### config.mk
export PLATFORM = sky130hd
export DESIGN_NAME = dci_top
export DESIGN_NICKNAME = d
export VERILOG_FILES = /design/src/design/dci_pkg.sv /design/src/design/dci_stream_if.sv /design/src/design/dci_fifo.sv /design/src/design/dci_top.sv
export SDC_FILE = /design/constraint.sdc
export NUM_CORES = 1
export LEC_CHECK = 0
export ABC_CLOCK_PERIOD_IN_PS = 6300
export BUFFER_PORTS_ARGS = -buffer_cell sky130_fd_sc_hd__buf_2
export CORE_MARGIN = 2
export CORE_UTILIZATION = 55
export CTS_CLUSTER_DIAMETER = 30
export CTS_CLUSTER_SIZE = 40
export DETAILED_ROUTE_END_ITERATION = 7
export PLACE_DENSITY = 0.76
export SLEW_MARGIN = 0
export SYNTH_ARGS = -nofsm -noshare
export SYNTH_HDL_FRONTEND = slang
export SYNTH_SLANG_ARGS = --single-unit
### constraint.sdc
create_clock -name sys_clk_i -period 6.3 [get_ports sys_clk_i]
set_clock_uncertainty 0.1 [all_clocks]
set_input_delay 0.63 -clock sys_clk_i [delete_from_list [all_inputs] [get_ports sys_clk_i]]
set_output_delay 0.63 -clock sys_clk_i [all_outputs]
set_load 0.01 [all_outputs]
### src/design/dci_pkg.sv
package dci_pkg;

    // Command bytes
    localparam logic [7:0] CMD_REV_RD   = 8'h00;
    localparam logic [7:0] CMD_CNTR_WR  = 8'h01;
    localparam logic [7:0] CMD_STAT_RD  = 8'h02;
    localparam logic [7:0] CMD_CNTR_RD  = 8'h03;
    localparam logic [7:0] CMD_CTL_WR   = 8'h04;
    localparam logic [7:0] CMD_CTL_RD   = 8'h05;
    localparam logic [7:0] CMD_PC_WR    = 8'h06;
    localparam logic [7:0] CMD_PC_RD    = 8'h07;
    localparam logic [7:0] CMD_REG_WR   = 8'h08;
    localparam logic [7:0] CMD_REG_RD   = 8'h09;
    localparam logic [7:0] CMD_PMEM_WR  = 8'h0a;
    localparam logic [7:0] CMD_PMEM_RD  = 8'h0b;
    localparam logic [7:0] CMD_DMEM_WR  = 8'h0c;
    localparam logic [7:0] CMD_STEP     = 8'h10;
    localparam logic [7:0] CMD_STUFF    = 8'h11;
    localparam logic [7:0] CMD_EXEC     = 8'h12;

    // Control register layout and reset values
    localparam int          HALTED_FOR_DEBUG_FLAG_BIT  = 7;
    localparam logic [7:0]  CTL_RESET    = 8'h00;
    localparam logic [15:0] CNTR_RESET   = 16'h0000;
    localparam logic [15:0] PC_RESET     = 16'h0000;
    localparam logic [15:0] ALL_ONES16   = 16'hffff;
    localparam logic [7:0]  BYTE_ZERO    = 8'h00;
    // Revision value is arbitrary
    localparam logic [15:0] DEF_REVISION = 16'h0100;

    // Character framing: start, eight data, stop
    localparam int          BYTE_W       = 8;
    localparam int          BITCNT_W     = 10;
    localparam logic [3:0]  START_IDX    = 4'h0;
    localparam logic [3:0]  STOP_IDX     = 4'h9;
    localparam logic [3:0]  TX_LAST_IDX  = 4'h9;
    localparam logic [9:0]  TX_IDLE_SHIFT = 10'h3ff;

    // Reply buffer
    localparam int          FIFO_DEPTH   = 16;

    // Command decoder states
    typedef enum logic [4:0] {
        ST_IDLE    = 5'b00001,
        ST_ARG_HI  = 5'b00010,
        ST_ARG_LO  = 5'b00100,
        ST_PUSH_HI = 5'b01000,
        ST_PUSH_LO = 5'b10000
    } dci_state_t;

endpackage : dci_pkg

### src/design/dci_stream_if.sv
`timescale 1ns/1ps
interface dci_stream_if #(parameter int W = 8) ();
    logic         valid;
    logic         ready;
    logic [W-1:0] data;

    modport src (output valid, output data, input ready);
    modport snk (input valid, input data, output ready);
endinterface : dci_stream_if

### src/design/dci_fifo.sv
`timescale 1ns/1ps
module dci_fifo
    import dci_pkg::*;
#(
    parameter int W     = 8,
    parameter int DEPTH = 16
) (
    input wire logic   sys_clk_i,
    input wire logic   sys_rst_i,
    dci_stream_if.snk  in_s,
    dci_stream_if.src  out_s
);
    localparam int AW = $clog2(DEPTH);

    logic [W-1:0] mem [DEPTH];
    logic [AW-1:0] wr_ptr_reg;
    logic [AW-1:0] rd_ptr_reg;
    logic [AW:0]   cnt_reg;
    logic          out_valid_reg;
    logic [W-1:0]  out_data_reg;

    // Handshake decode
    wire full_w     = (cnt_reg == (AW+1)'(DEPTH));
    wire push_w     = in_s.valid & ~full_w;
    wire out_take_w = out_valid_reg & out_s.ready;
    wire pop_mem_w  = (~out_valid_reg | out_take_w) & (cnt_reg != '0);

    assign in_s.ready  = ~full_w;
    assign out_s.valid = out_valid_reg;
    assign out_s.data  = out_data_reg;

    // Storage array
    always_ff @(posedge sys_clk_i) begin
        if (push_w) begin
            mem[wr_ptr_reg] <= in_s.data;
        end
    end

    // Pointers, fill count and registered head
    always_ff @(posedge sys_clk_i) begin
        if (sys_rst_i) begin
            wr_ptr_reg    <= '0;
            rd_ptr_reg    <= '0;
            cnt_reg       <= '0;
            out_valid_reg <= 1'b0;
            out_data_reg  <= '0;
        end else begin
            if (push_w) begin
                wr_ptr_reg <= wr_ptr_reg + 1'b1;
            end
            if (pop_mem_w) begin
                rd_ptr_reg   <= rd_ptr_reg + 1'b1;
                out_data_reg <= mem[rd_ptr_reg];
            end
            out_valid_reg <= pop_mem_w | (out_valid_reg & ~out_take_w);
            cnt_reg       <= cnt_reg + (AW+1)'(push_w) - (AW+1)'(pop_mem_w);
        end
    end
endmodule : dci_fifo

### src/design/dci_top.sv
// Function
// - Outside debug halt only revision, status, control write and read take effect.
// - While halted every defined command is available, less the read-lock limits; only 00h to 07h are decoded, the others are ignored.
// - Read-lock disables PC, register read, memory writes and reads, step, stuff, execute.
// - Read-lock limits register writes to flash control, mass erase value only.
// - Command 00h replies two revision bytes, major then minor.
// - Command 01h takes 16-bit counter, high first; loaded only when halted.
// - Command 02h replies one status byte.
// - Command 03h replies inverted counter high first, or all ones if running.
// - Command 04h takes one control byte; read-lock forbids clearing bit 7.
// - Command 05h replies the control register byte.
// - Command 06h takes 16-bit PC high first; loaded only halted and unlocked.
// - Command 07h replies PC high first, or all ones if running or locked.
// - Characters are start bit, eight data bits LSB first, one stop bit.
`timescale 1ns/1ps
module dci_top
    import dci_pkg::*;
#(
    parameter logic [15:0] REVISION = DEF_REVISION
) (
    input  wire logic                sys_clk_i,
    input  wire logic                sys_rst_i,
    input  wire logic                debug_serial_pin_i,
    output wire logic                debug_serial_pin_o,
    output wire logic                debug_serial_pin_oe_n_o,
    input  wire logic [BITCNT_W-1:0] bit_cycles_i,
    input  wire logic                read_lock_option_i,
    input  wire logic                debug_enter_i,
    input  wire logic [7:0]          debugger_status_reg_i,
    input  wire logic [15:0]         pc_i,
    output wire logic                pc_wr_o,
    output wire logic [15:0]         pc_wdata_o,
    output wire logic                ctl_wr_o,
    output wire logic [7:0]          debugger_control_reg_o,
    output wire logic [15:0]         debug_down_counter_o,
    output wire logic                halted_for_debug_flag_o,
    output wire logic                reg_write_flash_only_o,
    output wire logic                frame_error_o
);

    ////////////////////////////////////////////////////////////////////////////
    // Command gating functions

    // Commands shut off by the read-lock option
    function automatic logic cmd_locked_out(input logic [7:0] cmd);
        case (cmd)
            CMD_PC_WR, CMD_PC_RD, CMD_REG_RD, CMD_PMEM_WR, CMD_PMEM_RD,
            CMD_DMEM_WR, CMD_STEP, CMD_STUFF, CMD_EXEC: cmd_locked_out = 1'b1;
            default: cmd_locked_out = 1'b0;
        endcase
    endfunction : cmd_locked_out

    // Whether a command may act in the present mode
    function automatic logic cmd_enabled(input logic [7:0] cmd, input logic halted, input logic lock);
        if (halted) begin
            cmd_enabled = ~(lock & cmd_locked_out(cmd));
        end else begin
            cmd_enabled = (cmd == CMD_REV_RD) | (cmd == CMD_STAT_RD) |
                          (cmd == CMD_CTL_WR) | (cmd == CMD_CTL_RD);
        end
    endfunction : cmd_enabled

    ////////////////////////////////////////////////////////////////////////////
    // Registers

    dci_state_t          st_reg;
    dci_state_t          st_next;
    logic [7:0]          cmd_reg;
    logic [7:0]          arg_hi_reg;
    logic [15:0]         reply_reg;
    logic [7:0]          ctl_reg;
    logic [15:0]         cnt_reg;
    logic                pc_wr_reg;
    logic [15:0]         pc_wdata_reg;
    logic                ctl_wr_reg;

    logic                rx_busy_reg;
    logic [3:0]          rx_idx_reg;
    logic [BITCNT_W-1:0] rx_cyc_reg;
    logic [7:0]          rx_shift_reg;
    logic                rx_valid_reg;
    logic                rx_ferr_reg;

    logic                tx_busy_reg;
    logic [3:0]          tx_idx_reg;
    logic [BITCNT_W-1:0] tx_cyc_reg;
    logic [9:0]          tx_shift_reg;
    logic                pin_oe_n_reg;

    dci_stream_if #(.W(BYTE_W)) push_s ();
    dci_stream_if #(.W(BYTE_W)) pop_s ();

    ////////////////////////////////////////////////////////////////////////////
    // Mode decode

    wire halted_w  = ctl_reg[HALTED_FOR_DEBUG_FLAG_BIT];
    wire lock_w    = read_lock_option_i;
    wire rx_byte_w = rx_valid_reg;
    wire cmd_in_w  = rx_byte_w & (st_reg == ST_IDLE);
    wire arg_end_w = rx_byte_w & (st_reg == ST_ARG_LO);
    wire en_in_w   = cmd_enabled(rx_shift_reg, halted_w, lock_w);
    wire en_cur_w  = cmd_enabled(cmd_reg, halted_w, lock_w);

    // Argument completion strobes
    wire cnt_load_w = arg_end_w & (cmd_reg == CMD_CNTR_WR) & en_cur_w;
    wire pc_load_w  = arg_end_w & (cmd_reg == CMD_PC_WR) & en_cur_w;
    wire ctl_load_w = arg_end_w & (cmd_reg == CMD_CTL_WR);

    // Bit 7 is sticky under read-lock
    wire [7:0] ctl_wval_w = lock_w ? (rx_shift_reg | (ctl_reg & 8'h80)) : rx_shift_reg;

    // Register writes reach flash control only while halted and locked
    assign reg_write_flash_only_o = halted_w & lock_w;

    ////////////////////////////////////////////////////////////////////////////
    // Reply word selection for read commands

    wire [15:0] rev_word_w  = REVISION;
    wire [15:0] stat_word_w = {BYTE_ZERO, debugger_status_reg_i};
    wire [15:0] cntr_word_w = halted_w ? ~cnt_reg : ALL_ONES16;
    wire [15:0] ctl_word_w  = {BYTE_ZERO, ctl_reg};
    wire [15:0] pc_word_w   = en_in_w ? pc_i : ALL_ONES16;

    ////////////////////////////////////////////////////////////////////////////
    // Decoder next state

    always_comb begin
        st_next = st_reg;
        if (rx_ferr_reg) begin
            st_next = ST_IDLE;
        end else begin
            case (st_reg)
                ST_IDLE: begin
                    if (rx_byte_w) begin
                        case (rx_shift_reg)
                            CMD_REV_RD, CMD_CNTR_RD, CMD_PC_RD: st_next = ST_PUSH_HI;
                            CMD_STAT_RD, CMD_CTL_RD:            st_next = ST_PUSH_LO;
                            CMD_CNTR_WR, CMD_PC_WR:             st_next = ST_ARG_HI;
                            CMD_CTL_WR:                         st_next = ST_ARG_LO;
                            default:                            st_next = ST_IDLE;
                        endcase
                    end
                end
                ST_ARG_HI:  st_next = rx_byte_w ? ST_ARG_LO : ST_ARG_HI;
                ST_ARG_LO:  st_next = rx_byte_w ? ST_IDLE : ST_ARG_LO;
                ST_PUSH_HI: st_next = push_s.ready ? ST_PUSH_LO : ST_PUSH_HI;
                ST_PUSH_LO: st_next = push_s.ready ? ST_IDLE : ST_PUSH_LO;
                default:    st_next = ST_IDLE;
            endcase
        end
    end

    // Replies enter the buffer high byte first
    assign push_s.valid = (st_reg == ST_PUSH_HI) | (st_reg == ST_PUSH_LO);
    assign push_s.data  = (st_reg == ST_PUSH_HI) ? reply_reg[15:8] : reply_reg[7:0];

    ////////////////////////////////////////////////////////////////////////////
    // Decoder registers

    always_ff @(posedge sys_clk_i) begin
        if (sys_rst_i) begin
            st_reg     <= ST_IDLE;
            cmd_reg    <= BYTE_ZERO;
            arg_hi_reg <= BYTE_ZERO;
            reply_reg  <= ALL_ONES16;
        end else begin
            st_reg <= st_next;
            if (cmd_in_w) begin
                cmd_reg <= rx_shift_reg;
                case (rx_shift_reg)
                    CMD_REV_RD:  reply_reg <= rev_word_w;
                    CMD_STAT_RD: reply_reg <= stat_word_w;
                    CMD_CNTR_RD: reply_reg <= cntr_word_w;
                    CMD_CTL_RD:  reply_reg <= ctl_word_w;
                    CMD_PC_RD:   reply_reg <= pc_word_w;
                    default:     reply_reg <= reply_reg;
                endcase
            end
            if (rx_byte_w & (st_reg == ST_ARG_HI)) begin
                arg_hi_reg <= rx_shift_reg;
            end
        end
    end

    // Debug state registers; a debug entry event wins over a write clearing bit 7
    always_ff @(posedge sys_clk_i) begin
        if (sys_rst_i) begin
            ctl_reg      <= CTL_RESET;
            cnt_reg      <= CNTR_RESET;
            pc_wr_reg    <= 1'b0;
            pc_wdata_reg <= PC_RESET;
            ctl_wr_reg   <= 1'b0;
        end else begin
            pc_wr_reg  <= pc_load_w;
            ctl_wr_reg <= ctl_load_w;
            if (ctl_load_w) begin
                ctl_reg <= ctl_wval_w | (debug_enter_i ? 8'h80 : 8'h00);
            end else if (debug_enter_i) begin
                ctl_reg[HALTED_FOR_DEBUG_FLAG_BIT] <= 1'b1;
            end
            if (cnt_load_w) begin
                cnt_reg <= {arg_hi_reg, rx_shift_reg};
            end
            if (pc_load_w) begin
                pc_wdata_reg <= {arg_hi_reg, rx_shift_reg};
            end
        end
    end

    ////////////////////////////////////////////////////////////////////////////
    // Receiver: start, eight data LSB first, stop; own transmission is not heard

    wire rx_start_w = ~rx_busy_reg & ~tx_busy_reg & ~debug_serial_pin_i;
    wire rx_tick_w  = rx_busy_reg & (rx_cyc_reg == '0);

    always_ff @(posedge sys_clk_i) begin
        if (sys_rst_i) begin
            rx_busy_reg  <= 1'b0;
            rx_idx_reg   <= START_IDX;
            rx_cyc_reg   <= '0;
            rx_shift_reg <= BYTE_ZERO;
            rx_valid_reg <= 1'b0;
            rx_ferr_reg  <= 1'b0;
        end else begin
            rx_valid_reg <= 1'b0;
            rx_ferr_reg  <= 1'b0;
            if (rx_start_w) begin
                rx_busy_reg <= 1'b1;
                rx_idx_reg  <= START_IDX;
                rx_cyc_reg  <= bit_cycles_i >> 1;
            end else if (rx_tick_w) begin
                rx_cyc_reg <= bit_cycles_i - 1'b1;
                rx_idx_reg <= rx_idx_reg + 1'b1;
                if (rx_idx_reg == START_IDX) begin
                    rx_busy_reg <= ~debug_serial_pin_i; // Glitch if line is high again
                end else if (rx_idx_reg == STOP_IDX) begin
                    rx_busy_reg  <= 1'b0;
                    rx_valid_reg <= debug_serial_pin_i;
                    rx_ferr_reg  <= ~debug_serial_pin_i; // Stop bit low aborts the command
                end else begin
                    rx_shift_reg <= {debug_serial_pin_i, rx_shift_reg[7:1]};
                end
            end else if (rx_busy_reg) begin
                rx_cyc_reg <= rx_cyc_reg - 1'b1;
            end
        end
    end

    ////////////////////////////////////////////////////////////////////////////
    // Reply buffer

    dci_fifo #(
        .W     (BYTE_W),
        .DEPTH (FIFO_DEPTH)
    ) u_reply_fifo (
        .sys_clk_i (sys_clk_i),
        .sys_rst_i (sys_rst_i),
        .in_s      (push_s),
        .out_s     (pop_s)
    );

    ////////////////////////////////////////////////////////////////////////////
    // Transmitter: waits for the receiver to fall idle, drives low bits only

    wire tx_load_w = pop_s.valid & ~tx_busy_reg & ~rx_busy_reg;
    wire tx_tick_w = tx_busy_reg & (tx_cyc_reg == '0);
    assign pop_s.ready = ~tx_busy_reg & ~rx_busy_reg;

    always_ff @(posedge sys_clk_i) begin
        if (sys_rst_i) begin
            tx_busy_reg  <= 1'b0;
            tx_idx_reg   <= START_IDX;
            tx_cyc_reg   <= '0;
            tx_shift_reg <= TX_IDLE_SHIFT;
            pin_oe_n_reg <= 1'b1;
        end else begin
            if (tx_load_w) begin
                tx_busy_reg  <= 1'b1;
                tx_idx_reg   <= START_IDX;
                tx_cyc_reg   <= bit_cycles_i - 1'b1;
                tx_shift_reg <= {1'b1, pop_s.data, 1'b0};
                pin_oe_n_reg <= 1'b0;
            end else if (tx_tick_w) begin
                tx_cyc_reg   <= bit_cycles_i - 1'b1;
                tx_idx_reg   <= tx_idx_reg + 1'b1;
                tx_shift_reg <= {1'b1, tx_shift_reg[9:1]};
                pin_oe_n_reg <= tx_shift_reg[1] | (tx_idx_reg == TX_LAST_IDX);
                tx_busy_reg  <= (tx_idx_reg != TX_LAST_IDX);
            end else if (tx_busy_reg) begin
                tx_cyc_reg <= tx_cyc_reg - 1'b1;
            end
        end
    end

    ////////////////////////////////////////////////////////////////////////////
    // Outputs

    assign debug_serial_pin_o      = 1'b0;
    assign debug_serial_pin_oe_n_o = pin_oe_n_reg;
    assign pc_wr_o                 = pc_wr_reg;
    assign pc_wdata_o              = pc_wdata_reg;
    assign ctl_wr_o                = ctl_wr_reg;
    assign debugger_control_reg_o  = ctl_reg;
    assign debug_down_counter_o    = cnt_reg;
    assign halted_for_debug_flag_o = halted_w;
    assign frame_error_o           = rx_ferr_reg;

    ////////////////////////////////////////////////////////////////////////////
    // Checks

    a_cntr_hold_run: assert property (@(posedge sys_clk_i) disable iff (sys_rst_i)
        $changed(cnt_reg) |-> $past(halted_w) && $past(arg_end_w))
        else $error("Counter changed outside a halted counter write");

    a_cntr_read_val: assert property (@(posedge sys_clk_i) disable iff (sys_rst_i)
        (cmd_in_w && rx_shift_reg == CMD_CNTR_RD) |=>
        reply_reg == ($past(halted_w) ? ~$past(cnt_reg) : 16'hffff))
        else $error("Counter reply is wrong");

    a_pc_write_gate: assert property (@(posedge sys_clk_i) disable iff (sys_rst_i)
        pc_wr_o |-> $past(halted_w) && !$past(lock_w))
        else $error("PC written while running or locked");

    a_pc_read_ones: assert property (@(posedge sys_clk_i) disable iff (sys_rst_i)
        (cmd_in_w && rx_shift_reg == CMD_PC_RD && (!halted_w || lock_w)) |=> reply_reg == 16'hffff)
        else $error("PC reply not all ones when withheld");

    a_rev_reply: assert property (@(posedge sys_clk_i) disable iff (sys_rst_i)
        (cmd_in_w && rx_shift_reg == CMD_REV_RD) |=> reply_reg == REVISION && st_reg == ST_PUSH_HI)
        else $error("Revision reply is wrong");

    a_stat_reply: assert property (@(posedge sys_clk_i) disable iff (sys_rst_i)
        (cmd_in_w && rx_shift_reg == CMD_STAT_RD) |=>
        reply_reg[7:0] == $past(debugger_status_reg_i) && st_reg == ST_PUSH_LO)
        else $error("Status reply is wrong");

    a_ctl_reply: assert property (@(posedge sys_clk_i) disable iff (sys_rst_i)
        (cmd_in_w && rx_shift_reg == CMD_CTL_RD) |=> reply_reg[7:0] == $past(ctl_reg))
        else $error("Control reply is wrong");

    a_lock_sticky: assert property (@(posedge sys_clk_i) disable iff (sys_rst_i)
        ($past(lock_w) && $past(ctl_reg[HALTED_FOR_DEBUG_FLAG_BIT])) |-> ctl_reg[HALTED_FOR_DEBUG_FLAG_BIT])
        else $error("Debug mode bit cleared under read-lock");

    a_reserved_quiet: assert property (@(posedge sys_clk_i) disable iff (sys_rst_i)
        (cmd_in_w && (rx_shift_reg == 8'h0f || rx_shift_reg > CMD_EXEC)) |=> (st_reg == ST_IDLE && !push_s.valid)[*2])
        else $error("Reserved command produced activity");

    a_tx_start_low: assert property (@(posedge sys_clk_i) disable iff (sys_rst_i)
        tx_load_w |=> !debug_serial_pin_oe_n_o && tx_busy_reg)
        else $error("Start bit not driven low");

endmodule : dci_top

==> results.toml <==
[logic_synthesis]
yosysUniqueCellTypes = 74
ys_seq_area_frac = 0.550
synth_async_sr_flop_share = 0
synth_cells = 1134
ys_seq_elements = 284
synthFlopType = "dfxtp_1"
yosys_warnings = 0
syn_nets = 1198
synthesis.area_sq_um = 12700
syn_area_per_cell_sq_um = 11.2
synth-edff-count = 128

[die]
core-area_sq_um = 22600
die_w_microns = 156
pin_count = 86
initial_core_util = 0.560
rows = 55
die_h_microns = 156
dieArea_sq_um = 24300

[clocking]
cts_buffers = 52
cts_hold_buf = 0
path_clk_slew_ns = 0.05
cts_resized = 0
clock_path_buffers = 3
cts_tree = "yes"
htreeDepth = 2
postCtsSetupBuffers = 0
clk_latency_ns = 0.54
clock_sinks = 284
root_buffer = "clkbuf_16"

[worst_setup_path]
cp_data_required_time_ns = 6.66
cp_top_family = "simple AND/OR/NAND/NOR gates"
worstSetupEndpointType = "flop"
cp_cell_sequence = "and3b_1 -> nand3_2 -> nor2_2 -> nand2_1 -> a21oi_1 -> inv_1 -> ha_1 -> nand2b_1 -> a2111o_1 -> o311ai_1 -> o31ai_1 -> a21oi_1"
critPathKind = "flop to flop"
slowest_delay_ns = 0.71
crit_buf_inv = 1
cp_data_arrival_time_ns = 4.22
r2r-start = "rx_busy_reg$_SDFFE_PP0P_"
startpoint_type = "flop"
critPathMaxFanout = 27
crit_top_cell = "a21oi_1"
startpoint = "rx_busy_reg$_SDFFE_PP0P_"
slowest_stage = "dfxtp_1"

[sta]
finalSetupViolations = 0
rsz0062_at_grt = "no"
maxSlewViolCount = 0
tns_ns = 0
post-route-min-period_ns = 3.86
final-hold-violation-count = 0
tightest_slew_ns = 1.24
finalCritPeriodShare = 0.613
max_freq_ghz = 0.259
slew_headroom = 0.166

[layout]
drive_gt1_frac = 0.214
fin_nets = 1272
largest_reg_flops = 128
top_register = "u_reply_fifo.mem"
area_growth_pct = 18.8
regArea_sq_um = 6970
nFillCells = 1597
multiInputGateArea_sq_um = 5270

[grt]
gr-usage-all-layers = 0.243
antenna_found_initial = 1
grt_pass1_wl_microns = 46700
grt_pass1_vias = 8979
grt_max_degree = 89
grt.overflow.total = 0

[pwr]
total_power_mw = 5.84
p_leak_nw = 6.10
ir_worst_vdd_mv = 0.312
cellPowerDensity_nw_per_um2 = 388

[route]
num_vias = 9173
dr.pass1.iters = 5
wl_per_cell_microns = 19.1
drt-initial-drc-count = 897
ant_nets = 0
route.detailed.drc = 0
routed_via_density = 5.97
wl_microns = 29400

[placement]
io_buffers = 84
gp_congestion = 0.858
dp_hpwl_microns = 18400

[min_path]
hp-class = "input pin to flop"
hp-start = "debug_serial_pin_i"

[job]
cap_violations = 0

[status]
status = "finished clean"
routing by layer:
metal,track usage,share of wire,vias up
met2,0.410,0.49,314
met5,0,0,-
met1,0.323,0.42,4531
met3,0.0386,0.064,57
met4,0.0808,0.023,0
li1,-,-,4271
cell usage in the layout (no fill, tap or decap), drive strengths merged, types with 11 or more instances in the layout:
cell	instances
dfxtp	156
nor2	152
edfxtp	128
nand2	106
buf	94
a21oi	67
mux2i	66
clkbuf	57
o21ai	51
inv	45
mux4	40
nor3	25
ha	24
xor2	17
mux2	14
a31oi	13
clkinv	13
nor2b	12
nand3	12
a22oi	11
nor4	11
cells by family (layout without fill, tap and decap cells):
logic type	after synthesis	in the layout	synth area share
buffers and inverters	105	221	0.0342
XOR/XNOR	26	26	0.0180
other	1	2	0.000296
adder cells (fa/ha/maj)	25	25	0.0253
flip-flops	284	284	0.550
multiplexers	120	120	0.136
AND/OR/NAND/NOR	375	375	0.138
AO/OA/AOI/OAI	198	198	0.0985
layout make-up:
type / instances / area share
diodes: 1 / 0.000166
clock inverters: 39 / 0.0323
repair buffers: 94 / 0.0331
well taps: 285 / 0.0237
inverters: 31 / 0.00773
clock buffers: 57 / 0.0898
multi-input cells: 745 / 0.350
flip-flops and latches: 284 / 0.463
synthesized netlist by cell type, types with 4 or more instances:
master / count / area share
buf_1: 10 / 0.0030
or2_2: 9 / 0.0044
nor3_1: 22 / 0.0087
nand4_1: 5 / 0.0025
a21o_1: 4 / 0.0024
buf_2: 16 / 0.0063
dfxtp_1: 156 / 0.25
mux2_2: 14 / 0.012
nand3b_1: 7 / 0.0041
a211oi_1: 5 / 0.0030
and3_1: 7 / 0.0035
a31oi_1: 13 / 0.0064
ha_1: 24 / 0.024
o21ai_1: 4 / 0.0016
edfxtp_1: 128 / 0.30
nand2_1: 106 / 0.031
nor2b_1: 12 / 0.0059
o21ai_0: 46 / 0.018
nand2b_1: 9 / 0.0044
a221o_1: 8 / 0.0063
o211ai_1: 4 / 0.0024
o22ai_1: 4 / 0.0020
nand3_1: 11 / 0.0043
a32oi_1: 4 / 0.0028
a21oi_1: 66 / 0.026
nor2_1: 150 / 0.044
xnor2_1: 9 / 0.0062
xor2_1: 17 / 0.012
clkbuf_1: 44 / 0.013
mux2i_1: 66 / 0.052
inv_1: 30 / 0.0089
a22oi_1: 11 / 0.0065
nor4_1: 10 / 0.0049
o31ai_1: 4 / 0.0024
mux4_2: 40 / 0.071
a211o_1: 4 / 0.0028
per-stage QoR:
stage / utilization / instance area, sq um / cells / worst slack (ns) / hold WS, ns
6_report: 0.665 / 15000 / 1536 / 2.44 / 0.249
5_1_grt: 0.664 / 15000 / 1535 / 2.10 / 0.242
4_1_cts: 0.664 / 15000 / 1535 / 2.49 / 0.229
3_5_place_dp: 0.583 / 13200 / 1439 / 2.49 / 0.367
3_3_place_gp: 0.583 / 13200 / 1439 / 2.58 / 0.360
2_1_floorplan: - / 12700 / 1134 / 3.19 / 0.331
final timing paths:
kind                                                endpoint  slack [ns]  depth (start not counted)
worst max register to register                          flop        2.44                         12
worst min register to register  tx_shift_reg[8]$_SDFFE_PP1P_        0.38                          2
worst min-delay path                frame_error_o$_SDFF_PP0_        0.25                          2
worst max-delay path                                    flop        2.44                         12
report_power, final:
group / internal [mW] / switching (mW)
Clock: 1.84 / 1.01
Combinational: 0.389 / 0.505
Sequential: 2.01 / 0.0941
worst reg2reg max path, stage by stage, from the launching register on:
cell and delay, ns:
dfxtp_1 0.71, and3b_1 0.28, nand3_2 0.37, nor2_2 0.56, nand2_1 0.13, a21oi_1 0.32, inv_1 0.11, ha_1 0.26
nand2b_1 0.16, a2111o_1 0.42, o311ai_1 0.09, o31ai_1 0.12, a21oi_1 0.16
Note: power is estimated with default switching activity, not from simulation.
